File: config.mk
export PLATFORM = sky130hd
export DESIGN_NAME = dwa_averager
export DESIGN_NICKNAME = d
export VERILOG_FILES = /design/src/dwa_pkg.sv /design/src/dwa_averager.sv /design/src/dwa_divider.sv
export VERILOG_INCLUDE_DIRS = /design/src
export SDC_FILE = /design/constraint.sdc
export NUM_CORES = 1
export LEC_CHECK = 0
export BUFFER_PORTS_ARGS = -buffer_cell sky130_fd_sc_hd__buf_2
export CELL_PAD_IN_SITES_DETAIL_PLACEMENT = 0
export CELL_PAD_IN_SITES_GLOBAL_PLACEMENT = 2
export CORE_ASPECT_RATIO = 1.4
export CORE_MARGIN = 2
export CORE_UTILIZATION = 39
export DETAILED_ROUTE_END_ITERATION = 10
export GPL_TIMING_DRIVEN = 0
export PLACE_DENSITY_LB_ADDON = 0.1
export SYNTH_ARGS = -nofsm -noshare
export SYNTH_HDL_FRONTEND = slang
export SYNTH_HIERARCHICAL = 1
export SYNTH_SLANG_ARGS = --single-unit
File: constraint.sdc
create_clock -name clk_sys_in -period 17.54 [get_ports clk_sys_in]
set_input_delay 1.754 -clock clk_sys_in [delete_from_list [all_inputs] [get_ports clk_sys_in]]
set_output_delay 1.754 -clock clk_sys_in [all_outputs]
set_load 0.01 [all_outputs]
File: src/dwa_defs.svh
`ifndef DWA_DEFS_SVH
`define DWA_DEFS_SVH

`define DWA_DATA_W 24
`define DWA_MS_W 15
`define DWA_CNT_W 24
`define DWA_TICK_NS 1000000
`define DWA_CLK_NS 8
`define DWA_MS_CYCLES (`DWA_TICK_NS / `DWA_CLK_NS)
`define DWA_MAX_DELAY_MS 30000
`define DWA_MAX_TIME_MS 10000

`endif

File: src/dwa_pkg.sv
`include "dwa_defs.svh"

package dwa_pkg;

    typedef struct packed {
        logic valid;
        logic signed [`DWA_DATA_W-1:0] data;
    } sample_t;

    typedef struct packed {
        logic signed [`DWA_DATA_W-1:0] mean;
        logic signed [`DWA_DATA_W-1:0] max;
        logic signed [`DWA_DATA_W-1:0] min;
        logic signed [`DWA_DATA_W-1:0] pp;
    } result_t;

    // The low three bits of each code are the reported section code.
    typedef enum logic [3:0] {
        ST_WAIT_MEAS = 4'h1,
        ST_MDLY = 4'h3,
        ST_MEAS = 4'h4,
        ST_MDIV = 4'hC,
        ST_WAIT_ZERO = 4'h5,
        ST_ZDLY = 4'h6,
        ST_ZERO = 4'h7,
        ST_ZDIV = 4'hF
    } state_t;

endpackage

File: src/dwa_averager.sv
// Operation
// - Measure and zero starts selectable independently.
// - Mixed threshold and trigger start allowed.
// - Enable level matching start level permits running.
// - Max, min, peak-peak, mean over window.
// - Offset is zero-window mean, loaded at end.
// - Net value equals input minus offset.
// - Restart begins with a zero measurement.
// - Digital trigger selected ignores the threshold.
// - Digital start only on rising edge.
// - Constant trigger gives no edge, so no start; threshold ignored.
// - Enable flag change resets phase, timer, window, offset, results and ready; net value is kept.
// - Zero delay elapses before zero accumulation, except after reset or an enable change.
// - Results update together when ready rises.
// - Ready asserts when measuring window ends.
// - Status code shows the active phase.
// - Status codes 1, 3, 4, 5, 6, 7.
// - Measurement delay before window opens.
// - Zero window length disables measurement.
// - Threshold drop in window aborts to zero delay.
`timescale 1ns/1ps
`include "dwa_defs.svh"

module dwa_averager #(
    parameter int MS_CYCLES = `DWA_MS_CYCLES,
    parameter int CNT_W = `DWA_CNT_W
) (
    // Clock and reset
    input wire logic clk_sys_in,
    input wire logic rst_in,
    // Sample stream and threshold
    input wire dwa_pkg::sample_t sample_in,
    input wire logic signed [`DWA_DATA_W-1:0] threshold_in,
    // Trigger and enable pins
    input wire logic enable_source_flag_in,
    input wire logic meas_trig_in,
    input wire logic zero_trig_in,
    // Configuration
    input wire logic start_level_in,
    input wire logic meas_trig_sel_in,
    input wire logic zero_trig_sel_in,
    input wire logic [`DWA_MS_W-1:0] meas_delay_ms_in,
    input wire logic [`DWA_MS_W-1:0] meas_time_ms_in,
    input wire logic [`DWA_MS_W-1:0] zero_delay_ms_in,
    input wire logic [`DWA_MS_W-1:0] zero_time_ms_in,
    // Results
    output logic signed [`DWA_DATA_W-1:0] net_out,
    output dwa_pkg::result_t results_out,
    output logic signed [`DWA_DATA_W-1:0] offset_out,
    output logic ready_out,
    output logic [2:0] status_out
);
    import dwa_pkg::*;

    localparam int W = `DWA_DATA_W;
    localparam int SW = W + CNT_W;
    localparam int PW = $clog2(MS_CYCLES);

    if (MS_CYCLES < 2 || CNT_W < 8 || CNT_W > 40) begin : g_bad
        $error("dwa_averager: unsupported parameters");
    end

    state_t state_r, state_nxt;
    logic [2:0] sync1_r, sync2_r, prev_r;
    logic [PW-1:0] presc_r;
    logic [`DWA_MS_W-1:0] ms_r;
    logic signed [SW-1:0] sum_r;
    logic [CNT_W-1:0] cnt_r;
    logic signed [W-1:0] max_r, min_r, offset_r, net_r;
    result_t res_r;
    logic ready_r;

    // Pins pass two flops; bit 0 enable, bit 1 measure, bit 2 zero.
    // No reset here: the chain settles to the pin levels while reset is
    // held for three clocks, so no false edge follows reset.
    always_ff @(posedge clk_sys_in) begin
        sync1_r <= {zero_trig_in, meas_trig_in, enable_source_flag_in};
        sync2_r <= sync1_r;
        prev_r <= sync2_r;
    end

    logic en_change, run_ok, meas_edge, zero_edge, thr_m, thr_z;
    logic signed [W:0] diff;
    logic signed [W-1:0] net_now, acc_val;
    logic above, below, meas_go, zero_go, ms_tick, tmr_clr;
    logic acc_en, div_go, div_done, cnt_nz;
    logic signed [SW-1:0] quot;

    assign en_change = sync2_r[0] ^ prev_r[0];
    assign run_ok = sync2_r[0] == start_level_in;
    assign meas_edge = sync2_r[1] & ~prev_r[1];
    assign zero_edge = sync2_r[2] & ~prev_r[2];
    assign thr_m = !meas_trig_sel_in;
    assign thr_z = !zero_trig_sel_in;
    assign diff = {sample_in.data[W-1], sample_in.data}
                - {offset_r[W-1], offset_r};
    assign net_now = diff[W-1:0];
    assign above = sample_in.valid && (net_now > threshold_in);
    assign below = sample_in.valid && (net_now < threshold_in);
    // Each start picks its own source; mixing is allowed.
    assign meas_go = run_ok && (meas_trig_sel_in ? meas_edge : above);
    assign zero_go = run_ok && (zero_trig_sel_in ? zero_edge : below);
    assign ms_tick = presc_r == PW'(MS_CYCLES - 1);
    assign tmr_clr = (state_nxt != state_r) || en_change;
    assign acc_en = sample_in.valid && !tmr_clr
                 && (state_r == ST_MEAS || state_r == ST_ZERO);
    assign acc_val = (state_r == ST_ZERO) ? sample_in.data : net_now;
    assign div_go = tmr_clr && !en_change
                 && (state_nxt == ST_MDIV || state_nxt == ST_ZDIV);
    assign cnt_nz = cnt_r != '0;
    assign status_out = state_r[2:0];

    always_comb begin
        state_nxt = state_r;
        if (en_change) begin
            state_nxt = ST_ZERO;
        end else begin
            unique case (state_r)
                ST_WAIT_MEAS: begin
                    if (meas_go) begin
                        state_nxt = (meas_time_ms_in == '0) ? ST_WAIT_ZERO
                                                            : ST_MDLY;
                    end
                end
                ST_MDLY: begin
                    if (thr_m && below) begin
                        state_nxt = ST_WAIT_MEAS;
                    end else if (ms_r >= meas_delay_ms_in) begin
                        state_nxt = ST_MEAS;
                    end
                end
                ST_MEAS: begin
                    if (thr_m && below) begin
                        state_nxt = ST_ZDLY;
                    end else if (ms_r >= meas_time_ms_in) begin
                        state_nxt = ST_MDIV;
                    end
                end
                ST_MDIV: begin
                    if (div_done) begin
                        state_nxt = ST_WAIT_ZERO;
                    end
                end
                ST_WAIT_ZERO: begin
                    if (zero_go) begin
                        state_nxt = (zero_time_ms_in == '0) ? ST_WAIT_MEAS
                                                            : ST_ZDLY;
                    end
                end
                ST_ZDLY: begin
                    if (thr_z && above) begin
                        state_nxt = ST_WAIT_MEAS;
                    end else if (ms_r >= zero_delay_ms_in) begin
                        state_nxt = ST_ZERO;
                    end
                end
                ST_ZERO: begin
                    if (thr_z && above) begin
                        state_nxt = ST_WAIT_MEAS;
                    end else if (ms_r >= zero_time_ms_in) begin
                        state_nxt = ST_ZDIV;
                    end
                end
                ST_ZDIV: begin
                    if (div_done) begin
                        state_nxt = ST_WAIT_MEAS;
                    end
                end
                default: state_nxt = ST_ZERO;
            endcase
        end
    end

    // Phase timer counts whole milliseconds since the phase began.
    always_ff @(posedge clk_sys_in) begin
        if (rst_in || tmr_clr) begin
            presc_r <= '0;
            ms_r <= '0;
        end else begin
            presc_r <= ms_tick ? '0 : presc_r + PW'(1);
            if (ms_tick && ms_r != '1) begin
                ms_r <= ms_r + `DWA_MS_W'(1);
            end
        end
    end

    // Running sum, count and extremes of the open window.
    always_ff @(posedge clk_sys_in) begin
        if (rst_in || (tmr_clr && (state_nxt == ST_MEAS
                                   || state_nxt == ST_ZERO))) begin
            sum_r <= '0;
            cnt_r <= '0;
            max_r <= {1'b1, {(W-1){1'b0}}};
            min_r <= {1'b0, {(W-1){1'b1}}};
        end else if (acc_en) begin
            sum_r <= sum_r + SW'(acc_val);
            cnt_r <= cnt_r + CNT_W'(1);
            if (acc_val > max_r) max_r <= acc_val;
            if (acc_val < min_r) min_r <= acc_val;
        end
    end

    dwa_divider #(.SW(SW), .CW(CNT_W)) u_div (
        .clk_sys_in(clk_sys_in),
        .rst_in(rst_in),
        .start_in(div_go),
        .dividend_in(sum_r),
        .divisor_in(cnt_r),
        .done_out(div_done),
        .quotient_out(quot)
    );

    always_ff @(posedge clk_sys_in) begin
        if (rst_in || en_change) begin
            state_r <= ST_ZERO;
            offset_r <= '0;
            res_r <= '0;
            ready_r <= 1'b0;
        end else begin
            state_r <= state_nxt;
            if (state_r == ST_ZDIV && div_done && cnt_nz) begin
                offset_r <= quot[W-1:0];
            end
            if (state_r == ST_MDIV && div_done) begin
                ready_r <= 1'b1;
                if (cnt_nz) begin
                    res_r <= '{quot[W-1:0], max_r, min_r,
                               W'(max_r - min_r)};
                end
            end else if (tmr_clr && state_nxt == ST_MDLY) begin
                ready_r <= 1'b0;
            end
        end
    end

    always_ff @(posedge clk_sys_in) begin
        if (rst_in) begin
            net_r <= '0;
        end else if (sample_in.valid) begin
            net_r <= net_now;
        end
    end

    assign net_out = net_r;
    assign results_out = res_r;
    assign offset_out = offset_r;
    assign ready_out = ready_r;
endmodule

File: src/dwa_divider.sv
`timescale 1ns/1ps

module dwa_divider #(
    parameter int SW = 48,
    parameter int CW = 24
) (
    // Clock and reset
    input wire logic clk_sys_in,
    input wire logic rst_in,
    // Request
    input wire logic start_in,
    input wire logic signed [SW-1:0] dividend_in,
    input wire logic [CW-1:0] divisor_in,
    // Answer
    output logic done_out,
    output logic signed [SW-1:0] quotient_out
);

    localparam int NW = $clog2(SW + 1);

    if (SW < 2 || CW < 1 || CW >= SW) begin : g_bad
        $error("dwa_divider: unsupported widths");
    end

    logic neg_r;
    logic busy_r;
    logic done_r;
    logic [NW-1:0] cnt_r;
    logic [CW:0] rem_r;
    logic [CW-1:0] div_r;
    logic [SW-1:0] quo_r;
    logic signed [SW-1:0] q_out_r;
    logic [SW-1:0] mag;
    logic [CW:0] rem_sh;
    logic [CW:0] diff;
    logic fits;
    logic last;

    assign mag = dividend_in[SW-1] ? SW'(-dividend_in) : dividend_in;
    assign rem_sh = {rem_r[CW-1:0], quo_r[SW-1]};
    assign diff = rem_sh - {1'b0, div_r};
    assign fits = !diff[CW];
    assign last = busy_r && (cnt_r == NW'(SW - 1));

    // Restoring division of the magnitude, one quotient bit per cycle.
    always_ff @(posedge clk_sys_in) begin
        if (rst_in) begin
            busy_r <= 1'b0;
            done_r <= 1'b0;
            neg_r <= 1'b0;
            cnt_r <= '0;
            rem_r <= '0;
            div_r <= '0;
            quo_r <= '0;
            q_out_r <= '0;
        end else if (start_in) begin
            busy_r <= 1'b1;
            done_r <= 1'b0;
            neg_r <= dividend_in[SW-1];
            cnt_r <= '0;
            rem_r <= '0;
            div_r <= divisor_in;
            quo_r <= mag;
        end else if (busy_r) begin
            cnt_r <= cnt_r + NW'(1);
            rem_r <= fits ? diff : rem_sh;
            quo_r <= {quo_r[SW-2:0], fits};
            busy_r <= !last;
            done_r <= last;
            if (last) begin
                q_out_r <= neg_r ? SW'(-{quo_r[SW-2:0], fits})
                                 : {quo_r[SW-2:0], fits};
            end
        end else begin
            done_r <= 1'b0;
        end
    end

    assign done_out = done_r;
    assign quotient_out = q_out_r;

endmodule

==> impl_metrics.csv <==
group,metric,value,unit
die,die_w,229.8,µm
clocking,cts_root_buf,"clkbuf_16",
timing,hold_violations,0,
critical_path,cp-start-kind,"primary input",
global_route,grt_pass1_wl,154.1,mm
drt,ant_nets,0,
synth,yosys_warnings,6,
clocking,cts_setup_buffers,0,
drt,dr.pass1.iters,5,
drt,first_iter_violations,1215,
critical_path,rr_worst_depth,28,
pwr,powerDensity,79.89,nW/µm²
critical_path,cp.depth,28,
clocking,cts_tree,"done",
drt,drc_errors,0,
placed_design,place_inst,4623,
synth,synth_cells,3422,
timing,fin_setup_tns,0,ns
drt,wl_met1,40.29,mm
die,core-area,70510,µm²
finish,num-nets-final,4113,
critical_path,max_stage_delay,0.70,ns
placed_design,place_congestion,0.9254,
die,start_util,39.49,%
synth,syn_area,27840,µm²
critical_path,critPathMaxFanout,10,
critical_path,crit_top_cell,"buf_2",
critical_path,critPathTopFamily,"compound AO/OA/AOI/OAI gates",
critical_path,cp.required,18.03,ns
finish,area_delta_synth_final,14.78,%
drt,via_per_inst,5.512,
timing,worstMarginPinSlew,1.209,ns
clocking,cts.sinks,439,
placed_design,port_buffers,263,
drt,drt_wl_total,101.7,mm
clocking,numCtsBuffers,48,
global_route,grt_usage,27.04,%
placed_design,dp_hpwl,83.31,mm
drt,wl_met3,3.439,mm
pwr,p_total,2.553,mW
drt,top_layer_used,"met4",
global_route,overflow,0,
clocking,holdBufCountCts,0,
drt,routed-via-count,25950,
finish,final_util,45.33,%
clocking,htreeDepth,2,
timing,fmax,0.1063,GHz
die,fp.dieH,320.1,µm
critical_path,crit_buf_inv,4,
critical_path,crit_path_end_kind,"register",
synth,postSynthAreaPerCell,8.136,µm²
outcome,outcome,"finished, final reports clean",
global_route,antenna_found_initial,0,
finish,fillers,7188,
finish,fin_cells,4708,
clocking,clock_path_buffers,3,
global_route,grt_start_max_net_pins,26,
timing,slew_viol_final,0,
synth,synth.net_count,3798,
timing,period_minus_slack,9.403,ns
min_path,hold_class,"register to register",
clocking,ctsResizeCount,0,
critical_path,crit_type,"primary input to register",
drt,wl_per_cell,21.61,µm
clocking,cts.clk_slew.worst_paths,0.06,ns
finish,drive_gt1_share,10.98,%
timing,slew_headroom,17.31,%
die,io_pins,265,
timing,final.setup_skew,0.01854,ns
critical_path,arrival,9.89,ns
pwr,leakagePower,13.90,nW
min_path,holdPathStages,0,
pwr,ir_drop,0.00006711,V
global_route,first_global_vias,25960,
timing,hold_ws,0.3365,ns
drt,route.met2.wl,52.84,mm
timing,rsz0062_at_grt,"false",
critical_path,critPathSlowestCell,"nor4_4",
die,rows,115,
timing,setup_viol,0,
clocking,clock_latency,0.60,ns
job,max_cap_viol_count,0,
timing,post-route-period-util,53.61,%
die,die_area,73580,µm²
layout by cell type, fill, tap and decap left out, types with 121 or more instances in the layout:
master      n
inv_1     234
xor2_1    121
o21ai_0   122
buf_2     283
ha_1      255
dfxtp_1   439
nand2_1   367
mux2i_1   157
clkbuf_1  138
nor2_1    327
a21oi_1   231
state kept, by name, summed over array words and instances (netlist names), 4 cells and up:
name,cells
u_div/cnt_r,6
net_out,24
state_r,4
sum_r,48
u_div/quotient_out,24
u_div/quo_r,48
ms_r,15
cnt_r,24
min_r,24
u_div/rem_r,24
u_div/div_r,24
max_r,24
results_out,96
presc_r,17
offset_out,24
path summary, 6_finish.rpt:
kind | startpoint | to | slack (ns)
max | sample_in[7] | cnt_r[8] | 8.14
min | sync1_r[1] | sync2_r[1] | 0.34
max reg2reg | offset_out[1] | cnt_r[8] | 8.98
min reg2reg | sync1_r[1] | sync2_r[1] | 0.34
stage by stage:
step	cell area (µm²)	setup slack (ns)
floorplan	27840	9.494
global placement	30330	6.458
detailed placement	30390	7.669
CTS	31960	8.301
global route	31960	7.816
finish	31960	8.137
cell type report:
cell class | count | area [µm²] | area share (%)
Clock inverter | 13 | 141.4 | 0.4424
Inverter | 235 | 882.1 | 2.760
Buffer | 167 | 689.4 | 2.157
Sequential cell | 439 | 8788 | 27.50
Tap cell | 936 | 1171 | 3.665
Timing Repair Buffer | 265 | 1348 | 4.217
Multi-Input combinational cell | 2581 | 17510 | 54.78
Clock buffer | 71 | 1429 | 4.471
Antenna cell | 1 | 2.502 | 0.007830
per-layer routing:
| layer | track usage (%) | vias to the layer above |
|---|---|---|
| li1 | - | 12760 |
| met1 | 30.12 | 12450 |
| met2 | 51.31 | 561 |
| met3 | 2.703 | 179 |
| met4 | 12.30 | 0 |
| met5 | 0 | - |
worst register-to-register path, delay by kind of cell, from the launching register on:
family                   cells  cell delay (ns)
XOR/XNOR                     2             0.64
adder cells (fa/ha/maj)      2             0.47
multiplexers                 2             0.62
flip-flops                   1             0.45
AND/OR/NAND/NOR              9             2.04
AO/OA/AOI/OAI                9             3.06
buffers and inverters        4             1.13
power by group:
part | leakage, nW | internal [mW] | switching (mW)
combinational | 9.58 | 0.170 | 0.309
sequential | 3.55 | 1.02 | 0.0269
clock | 0.768 | 0.592 | 0.438
total | 13.9 | 1.78 | 0.774
Note: power is estimated with default switching activity, not from simulation.
